### src/inc/lpddr_mode_pkg.sv
// Constants and types for the mode register block
// Functional notes
// Bank select 00 on load command writes the standard mode register, held until reloaded.
// Reprogramming the standard register never touches stored array contents.
// Controller loads only with banks idle, no burst, and waits before next operation.
// Standard register: bits 0-2 burst length, 3 ordering, 4-6 latency, 7-12 mode.
// Burst length codes 001, 010, 011 give 2, 4, 8; others reserved.
// Ordering bit 0 selects sequential, 1 selects interleaved.
// Column order within a burst comes from length, ordering and start column.
// Burst length sets the maximum columns touched by one read or write.
// Latency codes 010 and 011 give 2 and 3 clocks; others reserved.
// First read data follows command by latency minus one clocks plus access time.
// Controller writes zero mode bits for normal operation; other values unused.
// Unprogrammed extended register behaves as full-array refresh and full drive.
// Temperature compensation bits are ignored; internal sensor sets refresh rate.
// Self refresh covers full, half or quarter array per partial-array setting.
// Output drive strength comes from extended register bits 5 and 6.
// Controller changes clock frequency only while all timing and refresh hold.
// Controller stops clock only with no burst in flight.
// During clock stop, clock enable high, true clock low, complement high.
// After restart, one clock and at least one no-op before a valid command.
// Controller should precharge all banks before changing clock frequency.
// Controller drives reserved bits to zero on either register load.
// Bank select 10 writes extended register; refresh and drive codes as listed.
// Both registers hold their contents until the next load command.
package lpddr_mode_pkg;
  localparam logic [1:0] BANK_SEL_STD = 2'h0;
  localparam logic [1:0] BANK_SEL_EXT = 2'h2;
  localparam int BL_LSB = 0;
  localparam int BL_MSB = 2;
  localparam int BT_BIT = 3;
  localparam int LAT_LSB = 4;
  localparam int LAT_MSB = 6;
  localparam int OPM_LSB = 7;
  localparam int OPM_MSB = 12;
  localparam int PAR_LSB = 0;
  localparam int PAR_MSB = 2;
  localparam int DRV_LSB = 5;
  localparam int DRV_MSB = 6;
  localparam logic [2:0] BL_CODE_2 = 3'h1;
  localparam logic [2:0] BL_CODE_4 = 3'h2;
  localparam logic [2:0] BL_CODE_8 = 3'h3;
  localparam logic [2:0] LAT_CODE_2 = 3'h2;
  localparam logic [2:0] LAT_CODE_3 = 3'h3;
  localparam logic [2:0] PAR_FULL = 3'h0;
  localparam logic [2:0] PAR_HALF = 3'h1;
  localparam logic [2:0] PAR_QUARTER = 3'h2;
  localparam logic [1:0] DRV_FULL = 2'h0;
  localparam logic [5:0] OPM_NORMAL = 6'h00;
  localparam logic [2:0] BL_RST = BL_CODE_2;
  localparam logic [2:0] LAT_RST = LAT_CODE_3;
  localparam logic [3:0] BLEN_2 = 4'h2;
  localparam logic [3:0] BLEN_4 = 4'h4;
  localparam logic [3:0] BLEN_8 = 4'h8;
  localparam logic [1:0] LAT_DLY_2 = 2'h1;
  localparam logic [1:0] LAT_DLY_3 = 2'h2;

  typedef struct packed {
    logic load_mode_register_cmd;
    logic bank_select_bit1;
    logic bank_select_bit0;
    logic [12:0] addr;
  } mode_cmd_t;

  typedef struct packed {
    logic [2:0] burst_length_code;
    logic burst_ordering;
    logic [2:0] read_latency;
    logic [5:0] operating_mode;
  } std_mode_t;

  typedef struct packed {
    logic [2:0] partial_array_refresh;
    logic [1:0] output_drive_strength;
  } ext_mode_t;
endpackage

### src/hw/lpddr_mode_register_config.sv
// Mode and extended mode registers with derived burst and latency controls
`timescale 1ns/1ps
module lpddr_mode_register_config
  import lpddr_mode_pkg::*;
(
  input wire logic i_mclk,
  input wire logic i_nrst,
  input wire mode_cmd_t i_cmd,
  input wire logic i_read_cmd,
  input wire logic [2:0] i_start_col,
  output std_mode_t o_std_mode,
  output ext_mode_t o_ext_mode,
  output logic [3:0] o_burst_len,
  output logic o_interleave,
  output logic [1:0] o_read_delay,
  output logic [2:0] o_refresh_fraction,
  output logic [1:0] o_drive_strength,
  output logic [23:0] o_col_seq,
  output logic o_read_data_valid,
  output logic o_mode_reserved
);
  // ==========================================
  // Reset synchroniser
  logic rst_s1_ff;
  logic rst_s2_ff;
  always_ff @(posedge i_mclk or negedge i_nrst)
  begin
    if (!i_nrst)
    begin
      rst_s1_ff <= 1'b0;
      rst_s2_ff <= 1'b0;
    end
    else
    begin
      rst_s1_ff <= 1'b1;
      rst_s2_ff <= rst_s1_ff;
    end
  end
  wire rst_n = rst_s2_ff;

  // ==========================================
  // Command decode
  wire [1:0] bank_sel = {i_cmd.bank_select_bit1, i_cmd.bank_select_bit0};
  wire load_std = i_cmd.load_mode_register_cmd && (bank_sel == BANK_SEL_STD);
  wire load_ext = i_cmd.load_mode_register_cmd && (bank_sel == BANK_SEL_EXT);
  std_mode_t nxt_std;
  ext_mode_t nxt_ext;
  assign nxt_std.burst_length_code = i_cmd.addr[BL_MSB:BL_LSB];
  assign nxt_std.burst_ordering = i_cmd.addr[BT_BIT];
  assign nxt_std.read_latency = i_cmd.addr[LAT_MSB:LAT_LSB];
  assign nxt_std.operating_mode = i_cmd.addr[OPM_MSB:OPM_LSB];
  // Temperature compensation bits are not captured
  assign nxt_ext.partial_array_refresh = i_cmd.addr[PAR_MSB:PAR_LSB];
  assign nxt_ext.output_drive_strength = i_cmd.addr[DRV_MSB:DRV_LSB];

  // ==========================================
  // Register storage, only touched by load commands
  std_mode_t std_ff;
  ext_mode_t ext_ff;
  always_ff @(posedge i_mclk or negedge rst_n)
  begin
    if (!rst_n)
    begin
      std_ff <= '{BL_RST, 1'b0, LAT_RST, OPM_NORMAL};
      ext_ff <= '{PAR_FULL, DRV_FULL};
    end
    else
    begin
      if (load_std)
        std_ff <= nxt_std;
      if (load_ext)
        ext_ff <= nxt_ext;
    end
  end

  // ==========================================
  // Field decode
  wire [3:0] nxt_burst_len = (std_ff.burst_length_code == BL_CODE_8) ? BLEN_8 :
                             (std_ff.burst_length_code == BL_CODE_4) ? BLEN_4 :
                             BLEN_2;
  wire [1:0] nxt_read_delay = (std_ff.read_latency == LAT_CODE_2) ? LAT_DLY_2 :
                              LAT_DLY_3;
  wire [2:0] nxt_refresh_fraction =
    (ext_ff.partial_array_refresh == PAR_HALF) ? PAR_HALF :
    (ext_ff.partial_array_refresh == PAR_QUARTER) ? PAR_QUARTER : PAR_FULL;
  wire nxt_reserved = (std_ff.operating_mode != OPM_NORMAL) ||
    !(std_ff.read_latency inside {LAT_CODE_2, LAT_CODE_3}) ||
    !(std_ff.burst_length_code inside {BL_CODE_2, BL_CODE_4, BL_CODE_8});
  wire [23:0] nxt_col_seq;

  burst_order_gen u_order (
    .i_start_col(i_start_col),
    .i_burst_len(nxt_burst_len),
    .i_interleave(std_ff.burst_ordering),
    .o_col_seq(nxt_col_seq)
  );

  // ==========================================
  // Read latency pipeline
  logic [1:0] rd_pipe_ff;
  wire nxt_valid = (nxt_read_delay == LAT_DLY_2) ? rd_pipe_ff[0] : rd_pipe_ff[1];

  // ==========================================
  // Output registers
  always_ff @(posedge i_mclk or negedge rst_n)
  begin
    if (!rst_n)
    begin
      o_std_mode <= '0;
      o_ext_mode <= '0;
      o_burst_len <= BLEN_2;
      o_interleave <= 1'b0;
      o_read_delay <= LAT_DLY_3;
      o_refresh_fraction <= PAR_FULL;
      o_drive_strength <= DRV_FULL;
      o_col_seq <= '0;
      o_read_data_valid <= 1'b0;
      o_mode_reserved <= 1'b0;
      rd_pipe_ff <= '0;
    end
    else
    begin
      o_std_mode <= std_ff;
      o_ext_mode <= ext_ff;
      o_burst_len <= nxt_burst_len;
      o_interleave <= std_ff.burst_ordering;
      o_read_delay <= nxt_read_delay;
      o_refresh_fraction <= nxt_refresh_fraction;
      o_drive_strength <= ext_ff.output_drive_strength;
      o_col_seq <= nxt_col_seq;
      rd_pipe_ff <= {rd_pipe_ff[0], i_read_cmd};
      o_read_data_valid <= nxt_valid;
      o_mode_reserved <= nxt_reserved;
    end
  end

  // ==========================================
  // Checks
  chk_std_hold: assert property (@(posedge i_mclk) disable iff (!rst_n)
    !load_std |=> std_ff == $past(std_ff)) else $error("std reg changed");
  chk_std_load: assert property (@(posedge i_mclk) disable iff (!rst_n)
    load_std |=> std_ff == $past(nxt_std)) else $error("std load lost");
  chk_ext_hold: assert property (@(posedge i_mclk) disable iff (!rst_n)
    !load_ext |=> ext_ff == $past(ext_ff)) else $error("ext reg changed");
  chk_ext_load: assert property (@(posedge i_mclk) disable iff (!rst_n)
    load_ext |=> ext_ff.output_drive_strength == $past(i_cmd.addr[DRV_MSB:DRV_LSB]))
    else $error("drive not loaded");
  chk_blen_code: assert property (@(posedge i_mclk) disable iff (!rst_n)
    std_ff.burst_length_code == BL_CODE_8 |=> o_burst_len == BLEN_8)
    else $error("burst length wrong");
  chk_lat_two: assert property (@(posedge i_mclk) disable iff (!rst_n)
    (i_read_cmd && std_ff.read_latency == LAT_CODE_2 && !load_std) ##1
    (std_ff.read_latency == LAT_CODE_2) |=> o_read_data_valid)
    else $error("latency 2 data late");
  chk_lat_three: assert property (@(posedge i_mclk) disable iff (!rst_n)
    (i_read_cmd && std_ff.read_latency == LAT_CODE_3 && !load_std) ##1
    (std_ff.read_latency == LAT_CODE_3) ##1 1 |=> o_read_data_valid)
    else $error("latency 3 data late");
  chk_ilv_order: assert property (@(posedge i_mclk) disable iff (!rst_n)
    (std_ff.burst_ordering && nxt_burst_len == BLEN_8) |=>
    o_col_seq[5:3] == ($past(i_start_col) ^ 3'h1)) else $error("interleave order");
  chk_par_map: assert property (@(posedge i_mclk) disable iff (!rst_n)
    ext_ff.partial_array_refresh == PAR_HALF |=> o_refresh_fraction == PAR_HALF)
    else $error("partial refresh map");
endmodule // lpddr_mode_register_config

### src/hw/burst_order_gen.sv
// Column order generator for one burst
`timescale 1ns/1ps
module burst_order_gen
  import lpddr_mode_pkg::*;
(
  input wire logic [2:0] i_start_col,
  input wire logic [3:0] i_burst_len,
  input wire logic i_interleave,
  output logic [23:0] o_col_seq
);
  // ==========================================
  // Per-beat column offsets
  genvar beat;
  generate
    for (beat = 0; beat < 8; beat++)
    begin : g_beat
      wire [2:0] beat_idx = 3'(beat);
      wire [2:0] mask = 3'(i_burst_len - 4'h1);
      wire [2:0] seq_low = (i_start_col + beat_idx) & mask;
      wire [2:0] ilv_low = (i_start_col ^ beat_idx) & mask;
      wire [2:0] low = i_interleave ? ilv_low : seq_low;
      assign o_col_seq[beat*3 +: 3] = (i_start_col & ~mask) | low;
    end
  endgenerate
endmodule // burst_order_gen

### config.mk
export PLATFORM = sky130hd
export DESIGN_NAME = lpddr_mode_register_config
export DESIGN_NICKNAME = d
export VERILOG_FILES = /design/src/inc/lpddr_mode_pkg.sv /design/src/hw/lpddr_mode_register_config.sv /design/src/hw/burst_order_gen.sv
export SDC_FILE = /design/constraint.sdc
export NUM_CORES = 1
export LEC_CHECK = 0
export BUFFER_PORTS_ARGS = -buffer_cell sky130_fd_sc_hd__buf_2
export CAP_MARGIN = 20
export CORE_MARGIN = 1.5
export CORE_UTILIZATION = 45
export DETAILED_ROUTE_END_ITERATION = 10
export GPL_TIMING_DRIVEN = 0
export PLACE_DENSITY = 0.73
export SLEW_MARGIN = 30
export SYNTH_ARGS = -nofsm -noshare
export SYNTH_HDL_FRONTEND = slang
export SYNTH_SLANG_ARGS = --single-unit
### constraint.sdc
create_clock -name i_mclk -period 2.4 [get_ports i_mclk]
set_input_delay 0.6 -clock i_mclk [delete_from_list [all_inputs] [get_ports i_mclk]]
set_output_delay 0.6 -clock i_mclk [all_outputs]
set_load 0.01 [all_outputs]
==> metrics.txt <==
EDFF count, synth=0; fin. max-slew vios=0; internal power=2.04 mW; Max stage delay cell, worst path=dfrtp_1; Syn Area/Cell=15.3 µm²; routability cong.=0.716; area taken by multi-input logic gates=490 µm²; r2r setup slk=1030 ps; initial core utilization=0.470; Post-synth top cells=dfrtp_1 (58), mux2_2 (19), buf_4 (15), inv_1 (6), xor2_1 (6); cell with the most instances after synthesis=dfrtp_1; I/O pin cnt=78; Max Fclk=627 MHz; first-pass GRT wire length=5.55 mm; Sw Pwr=0.694 mW; H-tree Lvls=3; CP Buf/Inv Count=2; Startpoint Class=flop; Final Setup Violations=0; vias in the first global route=1206; drt total wl=3.51 mm; Die Area=5390 µm²; # port buffers=74; Tot GR Track Use=0.145; WL/cell=11.5 µm; Hold Fails Final Rpt=0; area fraction of the dominant cell type after synthesis=0.650; Layout area overhead=31.5%; pin count of the biggest net entering global routing=42; Netlist cell types=29; initial drt markers=58; slowest stage delay, CP=400 ps; crit end category=output port; CP Cell Sequence=buf_4 -> buf_2; routed vias=1330; sequential share of power=0.486; WP data required=1800 ps; TritonCTS buffer count=9; layout net count=257; Hold Path Class=primary input to async pin; Die Wd=73.5 µm; clock power share=0.361; Sw Share=0.254; Post-route DRC=0; Root Buffer=clkbuf_8; fin crit period=1600 ps; Cell Rows=25; die height=73.5 µm; total power divided by cell area=931 nW/µm²; worst-path maximum fanout=4; initial antenna violation count=0; FFs w/ async S/R, synth=1.00; status=complete, no violations; Leak Pwr=1.47 nW; Synth area leader=dfrtp_1; Layout fillers=404; hold buffer count at cts=0; setup bufs post-CTS=0; CP top delay family=flip-flops; core area=4750 µm²; post-synthesis sequential area ratio=0.709; dominant synthesized flop cell=dfrtp_1; worst slack at placement=664 ps; Critical R2R Capture=o_read_data_valid; maximum vdd drop=0.000569 V; largest cells by area after synthesis=dfrtp_1 (65%), mux2_2 (9.6%), dfstp_2 (5.9%); post-CTS sizing=0; antenna-violating nets left=0; reg2reg start=std_ff[7]; part of the power in combinational logic=0.153; hold slack=40.3 ps; Max Buffers Root-to-Sink=2; crit path DAT=1000 ps; Syn Inst Count=146; kind of critical path=flop to output port; TritonRoute pass-1 iters=4; clk slew on worst S/H paths=70 ps; CTS tree=done; RSZ-0062 raised after global routing=no; Ys Warns=0; layout cells sized above 1=0.576; Max Cap Viol=0; # diodes=0; hpwl dp=2.56 mm; clock latency at the later pin of the worst-skew pair=330 ps; vias per cell=4.36; Remaining Overflow, GRT=0; FF+latch count, synth=63; Post-Syn Area=2230 µm²; final worst slack=805 ps; sequential cell area=1590 µm²; worst r2r path cells=3; final period utilization=0.665; Clock Skew=4.60 ps; clk sinks=63
[worst reg2reg max path, delay by kind of cell (launching register included)]
kind	cells	cell delay, ps
muxes	1	340
DFF	1	540
and+or+nand+nor	2	380
[metrics by stage]
stage	utilization	std cells	power, mW	TNS [ps]	area, µm²
after global placement	0.566	288	1.76	-1920	2690
final	0.618	305	2.73	0	2940
after floorplan	-	147	1.58	0	2240
after global routing	0.618	305	2.88	0	2940
after detailed placement	0.571	289	1.78	0	2720
after CTS	0.618	305	2.77	0	2940
[sequential cells by signal (all words and copies together), names as in the netlist, 2 cells and up]
register / count
o_col_seq: 14
std_ff: 13
o_std_mode: 12
ext_ff: 5
o_burst_len: 3
o_ext_mode: 3
o_drive_strength: 2
o_read_delay: 2
o_refresh_fraction: 2
rd_pipe_ff: 2
[area by class of cell]
type,instances,share of cell area
plain buffers,20,0.0481
well taps,67,0.0285
flip-flops and latches,63,0.540
repair buffers,75,0.133
multi-input cells,58,0.167
clock inverters,7,0.0332
clock buffers,9,0.0422
inverters,6,0.00767
[power by group through the flow]
| stage | Clock (mW) | Combinational [mW] | Sequential, mW |
|---|---|---|---|
| 2_1_floorplan | 0 | 0.181 | 1.40 |
| 3_3_place_gp | 0 | 0.402 | 1.36 |
| 3_5_place_dp | 0 | 0.424 | 1.35 |
| 4_1_cts | 1.02 | 0.426 | 1.33 |
| 5_1_grt | 1.06 | 0.461 | 1.35 |
| 6_report | 0.987 | 0.418 | 1.33 |
[kinds of logic (layout without fill, tap and decap cells)]
family	count (synthesis)	count (layout)	synth area share
and+or+nand+nor	20	20	0.0594
xor gates and xnor gates	8	8	0.0314
DFF	63	63	0.709
buffers and inverters	26	117	0.0734
adders and majority gates	2	2	0.0112
muxes	19	19	0.0958
AOI/OAI and AO/OA	6	6	0.0168
other	2	3	0.00336
[how the worst max path moves through the flow]
stage,from,to,slack [ps],depth (start not counted)
after floorplan,rst_n,ext_ff[0],520,0
after global placement,rst_n,o_ext_mode[2],-40,0
after detailed placement,i_cmd[14],std_ff[3],660,4
after CTS,o_col_seq[18],o_col_seq[12],780,2
after global routing,o_col_seq[18],o_col_seq[12],760,2
final,o_col_seq[18],o_col_seq[12],800,2
[per-layer routing]
| layer | wire [µm] | share of wire | vias to the layer above | GRT usage |
|---|---|---|---|---|
| met3 | 198 | 0.056 | 8 | 0.0370 |
| met4 | 82 | 0.023 | 0 | 0.117 |
| met5 | 0 | 0 | - | 0 |
| li1 | - | - | 631 | - |
| met2 | 1800 | 0.51 | 50 | 0.227 |
| met1 | 1420 | 0.41 | 641 | 0.167 |
[cells in the final DEF (no fill, tap or decap), drive strengths merged]
cell type	Yosys	routed
buf	17	92
dfrtp	58	58
mux2	19	19
clkbuf	3	12
inv	6	6
xor2	6	6
nor2	5	5
dfstp	5	5
nor3b	4	4
nor3	3	3
conb	2	3
clkinv	0	3
o21ai	2	2
nand2	2	2
xnor2	2	2
a21oi	2	2
ha	2	2
bufinv	0	2
clkinvlp	0	2
nand3b	2	2
nand2b	1	1
nor2b	1	1
and2b	1	1
a211o	1	1
nor4	1	1
o2111ai	1	1
Note: power is estimated with default switching activity, not from simulation.
